$ cat src/design/rmcd_defs.svh
/*
 * Constants of the relay multiplexer control-word decoder: field positions
 * of the eight-bit control word, reset values and timing figures.
 * Assumes inclusion by its bare name; definitions only.
 */
`ifndef RMCD_DEFS_SVH
`define RMCD_DEFS_SVH

// control word layout
`define RMCD_WORD_W        8
`define RMCD_CHAN_LSB      0
`define RMCD_CHAN_MSB      3
`define RMCD_ADDR_LSB      4
`define RMCD_ADDR_MSB      5
`define RMCD_SET_BIT       6
`define RMCD_OFF_BIT       7

// channel count and default unit address
`define RMCD_NUM_CHAN      16
`define RMCD_DEV_ADDR_DEF  2'h0

// reset values
`define RMCD_RELAY_RST     16'h0000
`define RMCD_WORD_RST      8'h00

// timing: relay settle time in ns, clock period in ns
`define RMCD_SETTLE_NS     1000000
`define RMCD_CLK_NS        25
`define RMCD_SETTLE_CYC    ((`RMCD_SETTLE_NS + `RMCD_CLK_NS - 1) / `RMCD_CLK_NS)

`endif

$ cat src/design/rmcd_pkg.sv
/*
 * Types shared by the control-word decoder and its input synchroniser.
 * Assumes rmcd_defs.svh is reachable on the include path.
 */
`include "rmcd_defs.svh"

package rmcd_pkg;
    // one control word as presented on the pins
    typedef logic [`RMCD_WORD_W-1:0]                  rmcd_word_t;
    // channel number field
    typedef logic [`RMCD_CHAN_MSB-`RMCD_CHAN_LSB:0]   rmcd_chan_t;
    // unit address field
    typedef logic [`RMCD_ADDR_MSB-`RMCD_ADDR_LSB:0]   rmcd_addr_t;
    // one-hot relay / indicator vector
    typedef logic [`RMCD_NUM_CHAN-1:0]                rmcd_relay_t;
endpackage

$ cat src/design/rmcd_top.sv
/*
 * Control-word decoder for a sixteen-way relay multiplexer unit.
 * Holds the synchronised word, the latched selection, the one-hot relay
 * drive, the matching indicators and a relay settle timer.
 * Assumes a host that presents an 8-bit word on plain pins, held for at
 * least one of its sample periods (several clocks here).
 */
`timescale 1ns/1ps
`include "rmcd_defs.svh"

module rmcd_top
    import rmcd_pkg::*;
#(
    parameter rmcd_pkg::rmcd_addr_t DEV_ADDR   = `RMCD_DEV_ADDR_DEF,
    parameter int                   SETTLE_CYC = `RMCD_SETTLE_CYC
)
(
    // clock and reset
    input  wire logic                 sys_clk_i,
    input  wire logic                 nrst_i,
    // control word pins from the host
    input  wire rmcd_pkg::rmcd_word_t ctrl_word_i,
    // relay drive: one-hot routing of the common path
    output rmcd_pkg::rmcd_relay_t     relay_en_o,
    // channel indicators
    output rmcd_pkg::rmcd_relay_t     chan_led_o,
    // status
    output logic                      chan_active_o,
    output rmcd_pkg::rmcd_chan_t      chan_num_o,
    output logic                      settling_o
);
    import rmcd_pkg::*;

    localparam int CNT_W = $clog2(SETTLE_CYC + 1);
    localparam logic [CNT_W-1:0] SETTLE_LOAD = CNT_W'(SETTLE_CYC);

    typedef struct packed {
        rmcd_chan_t       sel_chan;
        rmcd_addr_t       sel_addr;
        logic             set_prev;
        rmcd_relay_t      relay;
        rmcd_relay_t      led;
        logic             active;
        rmcd_chan_t       chan;
        logic [CNT_W-1:0] settle_cnt;
        logic             settling;
    } rmcd_state_t;

    rmcd_state_t st_r;
    rmcd_state_t st_nxt;
    rmcd_word_t  word;

    // channel number to one-hot relay vector
    function automatic rmcd_relay_t chan_onehot(input rmcd_chan_t c);
        rmcd_relay_t v;
        v    = '0;
        v[c] = 1'b1;
        return v;
    endfunction

    // field extraction
    function automatic rmcd_chan_t word_chan(input rmcd_word_t w);
        return w[`RMCD_CHAN_MSB:`RMCD_CHAN_LSB];
    endfunction

    function automatic rmcd_addr_t word_addr(input rmcd_word_t w);
        return w[`RMCD_ADDR_MSB:`RMCD_ADDR_LSB];
    endfunction

    // pins pass two flip-flops before any decoding
    rmcd_sync u_sync (
        .sys_clk_i   (sys_clk_i),
        .nrst_i      (nrst_i),
        .pin_word_i  (ctrl_word_i),
        .sync_word_o (word)
    );

    // decode events of the current word
    logic set_bit;
    logic off_bit;
    logic set_rise;
    logic off_hit;
    logic set_hit;

    assign set_bit  = word[`RMCD_SET_BIT];
    assign off_bit  = word[`RMCD_OFF_BIT];
    assign set_rise = set_bit && !st_r.set_prev;
    assign off_hit  = off_bit && (word_addr(word) == DEV_ADDR);
    assign set_hit  = set_rise && (st_r.sel_addr == DEV_ADDR);

    // next state: latch selection, apply set / all-off, run settle timer
    always_comb begin
        st_nxt          = st_r;
        st_nxt.set_prev = set_bit;
        // selection words carry neither strobe; the strobe word may not
        if (!set_bit && !off_bit) begin
            st_nxt.sel_chan = word_chan(word);
            st_nxt.sel_addr = word_addr(word);
        end
        // all-off outranks a simultaneous set
        if (off_hit) begin
            st_nxt.relay  = '0;
            st_nxt.active = 1'b0;
        end else if (set_hit) begin
            st_nxt.relay  = chan_onehot(st_r.sel_chan);
            st_nxt.active = 1'b1;
            st_nxt.chan   = st_r.sel_chan;
        end
        st_nxt.led = st_nxt.relay;
        // any change of routing restarts the settle window
        if (st_nxt.relay != st_r.relay) begin
            st_nxt.settle_cnt = SETTLE_LOAD;
            st_nxt.settling   = 1'b1;
        end else if (st_r.settle_cnt != '0) begin
            st_nxt.settle_cnt = st_r.settle_cnt - 1'b1;
            st_nxt.settling   = (st_r.settle_cnt != CNT_W'(1));
        end else begin
            st_nxt.settling   = 1'b0;
        end
    end

    // state register; reset leaves every channel open
    always_ff @(posedge sys_clk_i) begin
        if (!nrst_i) begin
            st_r.sel_chan   <= '0;
            st_r.sel_addr   <= '0;
            st_r.set_prev   <= 1'b0;
            st_r.relay      <= `RMCD_RELAY_RST;
            st_r.led        <= `RMCD_RELAY_RST;
            st_r.active     <= 1'b0;
            st_r.chan       <= '0;
            st_r.settle_cnt <= '0;
            st_r.settling   <= 1'b0;
        end else begin
            st_r <= st_nxt;
        end
    end

    // outputs straight from the state flops
    assign relay_en_o    = st_r.relay;
    assign chan_led_o    = st_r.led;
    assign chan_active_o = st_r.active;
    assign chan_num_o    = st_r.chan;
    assign settling_o    = st_r.settling;

    // never two relays closed
    property p_one_hot;
        @(posedge sys_clk_i) disable iff (!nrst_i)
        $onehot0(relay_en_o);
    endproperty
    a_one_hot: assert property (p_one_hot)
        else $error("more than one relay closed");

    // indicators track the relays
    property p_led_match;
        @(posedge sys_clk_i) disable iff (!nrst_i)
        chan_led_o == relay_en_o && chan_active_o == (|relay_en_o);
    endproperty
    a_led_match: assert property (p_led_match)
        else $error("indicators differ from relay drive");

    // set strobe closes the earlier selected channel
    property p_set;
        @(posedge sys_clk_i) disable iff (!nrst_i)
        set_hit && !off_hit |=> relay_en_o == chan_onehot($past(st_r.sel_chan)) && chan_num_o == $past(st_r.sel_chan);
    endproperty
    a_set: assert property (p_set)
        else $error("set strobe did not close selected channel");

    // selection word then strobe word selects the first word's channel
    property p_sequence;
        @(posedge sys_clk_i) disable iff (!nrst_i)
        (!set_bit && !off_bit && word_addr(word) == DEV_ADDR) ##1
        (set_bit && !off_bit) |=> relay_en_o == chan_onehot($past(word_chan(word), 2));
    endproperty
    a_sequence: assert property (p_sequence)
        else $error("strobe did not apply preceding selection");

    // all-off for this unit opens every relay
    property p_off;
        @(posedge sys_clk_i) disable iff (!nrst_i)
        off_hit |=> relay_en_o == '0 && !chan_active_o;
    endproperty
    a_off: assert property (p_off)
        else $error("all-off did not open relays");

    // words for other units leave the relays alone
    property p_other_addr;
        @(posedge sys_clk_i) disable iff (!nrst_i)
        (word_addr(word) != DEV_ADDR) && (st_r.sel_addr != DEV_ADDR) |=> $stable(relay_en_o);
    endproperty
    a_other_addr: assert property (p_other_addr)
        else $error("relays changed for another unit address");

    // dark after reset release
    property p_reset_dark;
        @(posedge sys_clk_i)
        !$past(nrst_i) |-> relay_en_o == '0 && chan_led_o == '0;
    endproperty
    a_reset_dark: assert property (p_reset_dark)
        else $error("channel active straight after reset");

    // routing change raises the settle flag in the same cycle and the next
    property p_settle;
        @(posedge sys_clk_i) disable iff (!nrst_i)
        $changed(relay_en_o) |-> settling_o [*2];
    endproperty
    a_settle: assert property (p_settle)
        else $error("settle flag not raised after switching");
endmodule

$ cat src/design/rmcd_sync.sv
/*
 * Two-flip-flop synchroniser for the parallel control word pins.
 * Assumes each pin is a slow level from another device; no bus coherence
 * is promised, the decoder relies on the host holding fields steady.
 */
`timescale 1ns/1ps
`include "rmcd_defs.svh"

module rmcd_sync
    import rmcd_pkg::*;
(
    // clock and reset
    input  wire logic              sys_clk_i,
    input  wire logic              nrst_i,
    // pins in, synchronised word out
    input  wire rmcd_pkg::rmcd_word_t pin_word_i,
    output rmcd_pkg::rmcd_word_t   sync_word_o
);
    import rmcd_pkg::*;

    typedef struct packed {
        rmcd_word_t meta;
        rmcd_word_t stable;
    } rmcd_sync_t;

    rmcd_sync_t st_r;
    rmcd_sync_t st_nxt;

    // first stage feeds only the second
    always_comb begin
        st_nxt        = st_r;
        st_nxt.meta   = pin_word_i;
        st_nxt.stable = st_r.meta;
    end

    // register stages
    always_ff @(posedge sys_clk_i) begin
        if (!nrst_i) begin
            st_r <= '{meta: `RMCD_WORD_RST, stable: `RMCD_WORD_RST};
        end else begin
            st_r <= st_nxt;
        end
    end

    assign sync_word_o = st_r.stable;
endmodule

$ cat config.mk
export PLATFORM = sky130hd
export DESIGN_NAME = rmcd_top
export DESIGN_NICKNAME = d
export VERILOG_FILES = /design/src/design/rmcd_pkg.sv /design/src/design/rmcd_top.sv /design/src/design/rmcd_sync.sv
export VERILOG_INCLUDE_DIRS = /design/src /design/src/design
export SDC_FILE = /design/constraint.sdc
export NUM_CORES = 1
export LEC_CHECK = 0
export BUFFER_PORTS_ARGS = -buffer_cell sky130_fd_sc_hd__buf_4
export CAP_MARGIN = 0
export CORE_MARGIN = 2
export CORE_UTILIZATION = 40
export CTS_CLUSTER_DIAMETER = 30
export DETAILED_ROUTE_END_ITERATION = 6
export SYNTH_ARGS = -nofsm -noshare
export SYNTH_HDL_FRONTEND = slang
export SYNTH_SLANG_ARGS = --single-unit
$ cat constraint.sdc
create_clock -name sys_clk_i -period 7.13 [get_ports sys_clk_i]
set_clock_uncertainty 0.15 [all_clocks]
set_input_delay 0.3565 -clock sys_clk_i [delete_from_list [all_inputs] [get_ports sys_clk_i]]
set_output_delay 0.3565 -clock sys_clk_i [all_outputs]
set_load 0.005 [all_outputs]
Word level (Yosys, flattened, before mapping):

Index checks and enable logic that the tools add are counted.

* logic and storage cells: 40
* input bits: 10
* flip-flop bits (word level): 61
* output and inout bits: 38

* bitwise logic cells: 2
* muxes and demuxes: 7
* add/subtract/negate cells: 1
* reductions and logical operators: 15
* order comparisons: 2
* equal/unequal tests: 2

Operators by type and width (number)
* 2-to-1 mux 16 bit: 3
* 2-to-1 mux 17 bit: 1
* inequality test 16 x 1 -> 1 bit (second input constant): 1
* inequality test 16 bit: 1
* nonzero test 16 bit: 1
* subtractor 16 x 1 -> 16 bit (second input constant): 1
* logical AND 1 bit: 5
* < comparator 4 x 5 -> 1 bit (second input constant): 1
* demux 1 bit (select 4 bit): 1
* greater-or-equal comparator 4 x 1 -> 1 bit (second input constant): 1
* logical NOT 2 bit: 2
* OR reduction 2 bit: 2
* logical NOT 1 bit: 3
* 2-to-1 mux 1 bit: 2
* inverter 1 bit: 2
* AND reduction 2 bit: 1
* nonzero test 2 bit: 1

Logic depth before layout (Yosys ltp):

Gate-level depths: netlist of the first run.

* depth in word-level cells: 8
* gate-level depth with buffers: 10
* mapped depth without buffers: 7

Cells and area by module:

From an unflattened synthesis of the first run, not the netlist that was laid out.

* cell total of the unflattened synthesis: 365
* area, all modules: 3243.1 sq um

Modules (own cells, without submodules)
* rmcd_top: instances 1, cells an instance 332, seq. area each 900.9 sq um, area each 2796.4 sq um
* rmcd_sync: instances 1, cells an instance 33, seq. area each 320.3 sq um, area each 446.7 sq um

Worst setup path after synthesis of the first run:

Ideal clock, no wire load.

* path type: flip-flop to flip-flop
* start point: register st_r[59] (netlist bit)
* end point: register st_r (netlist bit settling_o)
* period minus slack after synthesis: 2285 ps
* slack: 4845 ps
* stages on the path, launching flop included: 10
* library setup time: 125 ps
* data arrival time: 2009 ps
* required time: 6855 ps
* buffers on the path: 3
* path through: dfxtp_1 buf_4 nor2b_1 buf_2 a21oi_1 o21ai_0 nand4_1 or4_1 buf_2 o41a_1

* word-level cells in the longest chain between the ends: 8
* elaborated cells on any way between the ends: 9
* those cells by class: 2 x order compare; 1 x eq/ne; 5 x mux; 1 x reduce/logical

RTL lines
* from (decl): line rmcd_top.sv:49 `rmcd_state_t st_r;`
* from (signal assigned): line rmcd_top.sv:135 `st_r <= st_nxt;`
* < comparator 4 x 5 -> 1 bit (not written as such) or greater-or-equal comparator 4 x 1 -> 1 bit (tied branches): line rmcd_top.sv:57 `v[c] = 1'b1;`
* logical AND 1 bit (not written as such): line rmcd_top.sv:57
* 2-to-1 mux 1 bit (not written as such): line rmcd_top.sv:57
* demux 1 bit (select 4 bit) (*): line rmcd_top.sv:57
* 2-to-1 mux 16 bit (*): line rmcd_top.sv:104 `end else if (set_hit) begin`
* 2-to-1 mux 16 bit (*): line rmcd_top.sv:101 `if (off_hit) begin`
* inequality test 16 bit (*): line rmcd_top.sv:111 `if (st_nxt.relay != st_r.relay) begin`
* 2-to-1 mux 17 bit (*): line rmcd_top.sv:111

Mark *: on every way between the ends. The rest lies on a longest branch, timed or not.
A chain may end at the register's enable or synchronous reset.

Final worst setup path of the first run:

* start point: register st_r[60] (netlist bit)
* end point: register st_r (netlist bit settling_o)

The elaborated chain is that of the path after synthesis.

==> results.toml, run 1 <==
[run]
cap_viol_max_count = 0

[global_routing]
antenna_found_initial = 0
grt_overflow = 0
grt_usage = 0.156
grt_pass1_vias = 2211
grt_max_degree = 36
grt_pass1_wl_um = 10600

[worst_hold_path]
min_path_type = "in2reg"

[routing]
dr.pass1.iters = 4
dr_total_vias = 2374
wl_per_cell_um = 13.2
viasPerCell = 5.13
drt-initial-drc-count = 100
ant_nets = 0
routed_wl_um = 6090
drc_errors = 0

[sta]
setup_tns_ns = 0
final-setup-viol-count = 0
hold_viol_final = 0
min_period_ns = 3.47
fin_ws_ns = 3.66
slew_headroom = 0.308
final.period_utilization = 0.486
worst_slew_pin_slew_ns = 1.03
clock.fmax_mhz = 288
drv_slew = 0
rsz0062_at_grt = "no"

[clocking]
root_buffer = "clkbuf_8"
cts_sinks = 61
cts_max_level = 3
numCtsBuffers = 9
insertion_delay_ns = 0.34
path_clk_slew_ns = 0.07
cts_tree = "done"
cts_hold_buf = 0
postCtsSetupBuffers = 0
clock_path_buffers = 2
cts_resized = 0

[synth]
syn_avg_cell_area_sq_um = 8.47
syn_inst = 361
syn_area_sq_um = 3060
synth_cell_types = 41
yosysWarnings = 0
synth_nets = 373
yosysSeqAreaShare = 0.399
synth_seq_cells = 61

[worst_setup_path]
worstPathCellList = "nor2b_1, a21oi_1, o21ai_0, nand4_1, or4_1, o41a_1"
critPathLaunchType = "flip-flop"
worst_setup_path_end_kind = "flip-flop"
arrival_ns = 3.54
cp_top_family = "simple AND/OR/NAND/NOR gates"
worstPathRequired_ns = 7.20
cp_max_fo = 21
crit_type = "reg2reg"
critPathSlowestCell = "dfxtp_1"
cp_slowest_stage_delay_ns = 0.92
cp_num_buf_inv = 0

[place]
finalWeightedCongestion = 0.882
portBuffers = 47
place_ws_ns = 3.74
place_hpwl_um = 4140

[power_and_ir_drop]
p_comb_frac = 0.283
p_clk_frac = 0.318
internal_power_uw = 724
switching_power_uw = 340
max-vdd-ir-drop_mv = 0.188
p_leak_uw = 0.00131
p_sw_frac = 0.320
finalPower_uw = 1060
seqPwrFrac = 0.399
power.density_nw_per_um2 = 316

[floorplanning]
dieHeight_um = 91.4
io_pins = 48
placement_rows = 31
die_w_um = 91.4
core_sq_um = 7330
initial_core_util = 0.417
die_area_sq_um = 8360

[layout]
area_growth_syn_to_layout_pct = 10.2
num-nets-final = 371
multi_input_area_sq_um = 1420
nFillCells = 733
num_antenna_cells = 0
drive_gt1_frac = 0.201
seqCellArea_sq_um = 1220

[run_status]
status = "completed"
==> power by group through the flow <==
stage	combinational, uW	sequential (uW)	clock, uW
after detailed placement	300	432	0
after global placement	297	430	0
after CTS	302	424	349
final	301	424	338
after global routing	342	430	370
after floorplan	252	421	0
==> path summary, 6_finish.rpt <==
kind	start	endpoint	slack (ns)	cells past startpoint
setup / recovery	st_r[60]	settling_o	3.66	6
hold / removal	ctrl_word_i[0]	u_sync.st_nxt[0]	0.07	2
setup reg to reg	st_r[60]	settling_o	3.66	6
hold reg to reg	u_sync.st_nxt[4]	u_sync.sync_word_o[4]	0.28	1
==> sequential cells by signal (all words and copies together) (netlist names) <==
name / count
u_sync.sync_word_o: 8
st_r: 23
chan_num_o: 4
chan_active_o: 1
settling_o: 1
u_sync.st_nxt: 8
chan_led_o: 16
==> routing by layer <==
layer	global-route usage	routed length, um
met1	0.195	2850
met2	0.252	2900
met3	0.0498	287
met4	0.0543	60
met5	0	0
==> layout make-up <==
class | count | area share
Clock buffer | 9 | 0.0367
Clock inverter | 7 | 0.0293
Inverter | 4 | 0.00445
Multi-Input combinational cell | 234 | 0.421
Sequential cell | 61 | 0.362
Tap cell | 99 | 0.0367
Timing Repair Buffer | 49 | 0.109
==> cell usage after synthesis (all sizes together) <==
cell type   n  area, sq um
inv         4         15.0
a221oi      2         17.5
nand3      13         65.1
nor4        4         31.3
dfxtp      61         1220
o41a        1         11.3
nor4b       1         8.76
or3         3         18.8
buf        50          368
o21ai      30          150
or4b        1         10.0
nor2b       4         25.0
clkbuf     12         45.0
ha          2         25.0
and2       19          119
nand3b      3         22.5
nor3b       2         15.0
nor2       13         63.8
o31a        5         43.8
mux2i      10          100
a21boi     10         75.1
and2b       1         7.51
nor3       15         75.1
a22oi       2         15.0
nand4       8         50.1
or4         1         7.51
xnor2       7         61.3
or3b        1         8.76
nand2b      3         18.8
o311ai      1         8.76
a31oi       5         31.3
nand2      31          116
xor2        2         17.5
mux2        3         33.8
a21oi      31          155
==> per-stage QoR <==
stage	util	area, sq um	hold WS (ns)	cells
6_report	0.460	3370	0.0710	463
5_1_grt	0.460	3370	0.0481	463
4_1_cts	0.460	3370	0.0567	463
3_5_place_dp	0.429	3150	0.268	447
3_3_place_gp	0.429	3150	0.268	447
2_1_floorplan	-	3060	0.262	361
==> cells by family after synthesis <==
family                   share of synthesized area
AND/OR/NAND/NOR                              0.217
XOR/XNOR                                    0.0258
adder cells (fa/ha/maj)                    0.00818
flip-flops                                   0.399
multiplexers                                0.0438
buffers and inverters                        0.140
AO/OA/AOI/OAI                                0.166
==> cell usage in the layout (no fill, tap or decap), drive strengths merged, types with 2 or more instances in the layout <==
| master | instances |
|---|---|
| dfxtp | 61 |
| inv | 5 |
| o31a | 5 |
| a221oi | 2 |
| clkinv | 3 |
| a31oi | 5 |
| or3 | 3 |
| xor2 | 2 |
| nor4 | 4 |
| nand2 | 31 |
| bufinv | 2 |
| mux2i | 10 |
| xnor2 | 7 |
| nand3 | 13 |
| nor2b | 4 |
| nand3b | 3 |
| a22oi | 2 |
| and2 | 19 |
| o21ai | 30 |
| nand2b | 3 |
| a21boi | 10 |
| mux2 | 3 |
| nor2 | 13 |
| ha | 2 |
| nor3b | 2 |
| buf | 49 |
| nor3 | 15 |
| clkbuf | 9 |
| nand4 | 8 |
| a21oi | 31 |
No activity file was read; power rests on OpenSTA's default activity.
==> run 2, diff against run 1 <==
Clock period 7.13 ns to 3.55 ns, I/O delays scaled along.
==> results.toml, run 2 (synthesized netlist as in run 1, its figures left out) <==
[routing]
drt-initial-drc-count = 129
wl_per_cell_um = 13.4
routed_wl_um = 6370
dr.pass1.iters = 5
drc_errors = 0
viasPerCell = 5.16
dr_total_vias = 2447
ant_nets = 0

[power_and_ir_drop]
finalPower_uw = 2100
p_comb_frac = 0.300
p_clk_frac = 0.295
seqPwrFrac = 0.405
p_leak_uw = 0.00135
max-vdd-ir-drop_mv = 0.502
p_sw_frac = 0.337
power.density_nw_per_um2 = 609
internal_power_uw = 1390
switching_power_uw = 708

[place]
placed_cell_area_sq_um = 3170
place_hpwl_um = 4320
finalWeightedCongestion = 0.855
place_ws_ns = 0.432
portBuffers = 47

[layout]
area_growth_syn_to_layout_pct = 12.8
final_util = 0.471
final_common_cell = "dfxtp_1"
largest_register_ffs = 23
drive_gt1_frac = 0.200
final_cell_area_sq_um = 3450
num-nets-final = 382
num_antenna_cells = 0
mostFrequentLayoutCells = "dfxtp_1, buf_4, nand2_1, a21oi_1, o21ai_0"
regMostFlops = "st_r"

[floorplanning]
dieHeight_um = 91.4
placement_rows = 31
initial_core_util = 0.417
io_pins = 48
die_area_sq_um = 8360
die_w_um = 91.4
core_sq_um = 7330

[clocking]
root_buffer = "clkbuf_8"
clock_path_buffers = 2
insertion_delay_ns = 0.34
path_clk_slew_ns = 0.07
cts_tree = "done"
cts_sinks = 61
numCtsBuffers = 9
cts_max_level = 3

[worst_setup_path]
timing.rr.start = "u_sync.sync_word_o[6]"
cp_num_buf_inv = 0
worstPathRequired_ns = 3.64
critPathLaunchType = "flip-flop"
cp_max_fo = 29
cp_slowest_stage_delay_ns = 0.83
worst_setup_path_end_kind = "flip-flop"
crit_type = "reg2reg"
critPathSlowestCell = "or4_1"
arrival_ns = 3.22
r2r_cells = 6
worstPathCellList = "or4b_1, a21oi_1, o21ai_0, nand4_1, or4_1, o41a_1"
cp_top_family = "simple AND/OR/NAND/NOR gates"
r2r_end = "settling_o"
rrSetupSlack_ns = 0.42

[worst_hold_path]
whs_path_depth = 2
worst_hold_path.endpoint = "st_r[16]"
hp-start = "nrst_i"
min_path_type = "in2reg"

[sta]
fin_ws_ns = 0.416
rsz0062_at_grt = "no"
setup_tns_ns = 0
final-setup-viol-count = 0
worst_slew_pin_slew_ns = 1.04
final.period_utilization = 0.883
slew_headroom = 0.301
hold_viol_final = 0
min_period_ns = 3.13
clock.fmax_mhz = 319
drv_slew = 0

[global_routing]
grt_overflow = 0
antenna_found_initial = 0
grt_max_degree = 36
grt_usage = 0.157
grt_pass1_vias = 2116
grt_pass1_wl_um = 10500

[run]
cap_viol_max_count = 0

[run_status]
status = "completed"
-- run 2: through the flow --
stage / cells / hold WS [ns]
finish: 474 / 0.0603
global route: 474 / 0.0747
detailed placement: 450 / 0.238
CTS: 474 / 0.0519
floorplan: 361 / 0.155
global placement: 450 / 0.236
-- run 2: worst max path at each step --
stage / to / start / cells past startpoint
floorplan: settling_o / st_r[59] / 9
global placement: settling_o / u_sync.sync_word_o[6] / 6
detailed placement: settling_o / u_sync.sync_word_o[6] / 6
CTS: settling_o / u_sync.sync_word_o[6] / 6
global route: settling_o / u_sync.sync_word_o[6] / 6
finish: settling_o / u_sync.sync_word_o[6] / 6
-- run 2: metal layers --
metal,up-vias,share of wire,global-route usage
li1,1234,-,-
met1,1137,0.46,0.202
met2,65,0.47,0.241
met3,11,0.048,0.0515
met4,0,0.014,0.0619
met5,-,0,0
-- run 2: cell type report --
cell class	instances	area, sq um
clock buffers	10	128
clock inverters	6	72.6
fillers	729	3880
inverters	4	15.0
flip-flops and latches	61	1220
multi-input cells	234	1420
well taps	99	124
repair buffers	60	470
-- run 2: timing repair --
item / in CTS / in global routing
setup buffers: 0 / 0
resized for setup: 0 / 0
hold endpoints to repair: 8 / 0
hold buffers: 8 / 0
setup endpoints to repair: 0 / 0
-- run 2: power by group through the flow --
| stage | combinational (uW) | clock [uW] | sequential [uW] |
|---|---|---|---|
| floorplan | 505 | 0 | 846 |
| global placement | 609 | 0 | 861 |
| detailed placement | 623 | 0 | 864 |
| CTS | 633 | 638 | 850 |
| global route | 711 | 667 | 862 |
| finish | 631 | 619 | 850 |
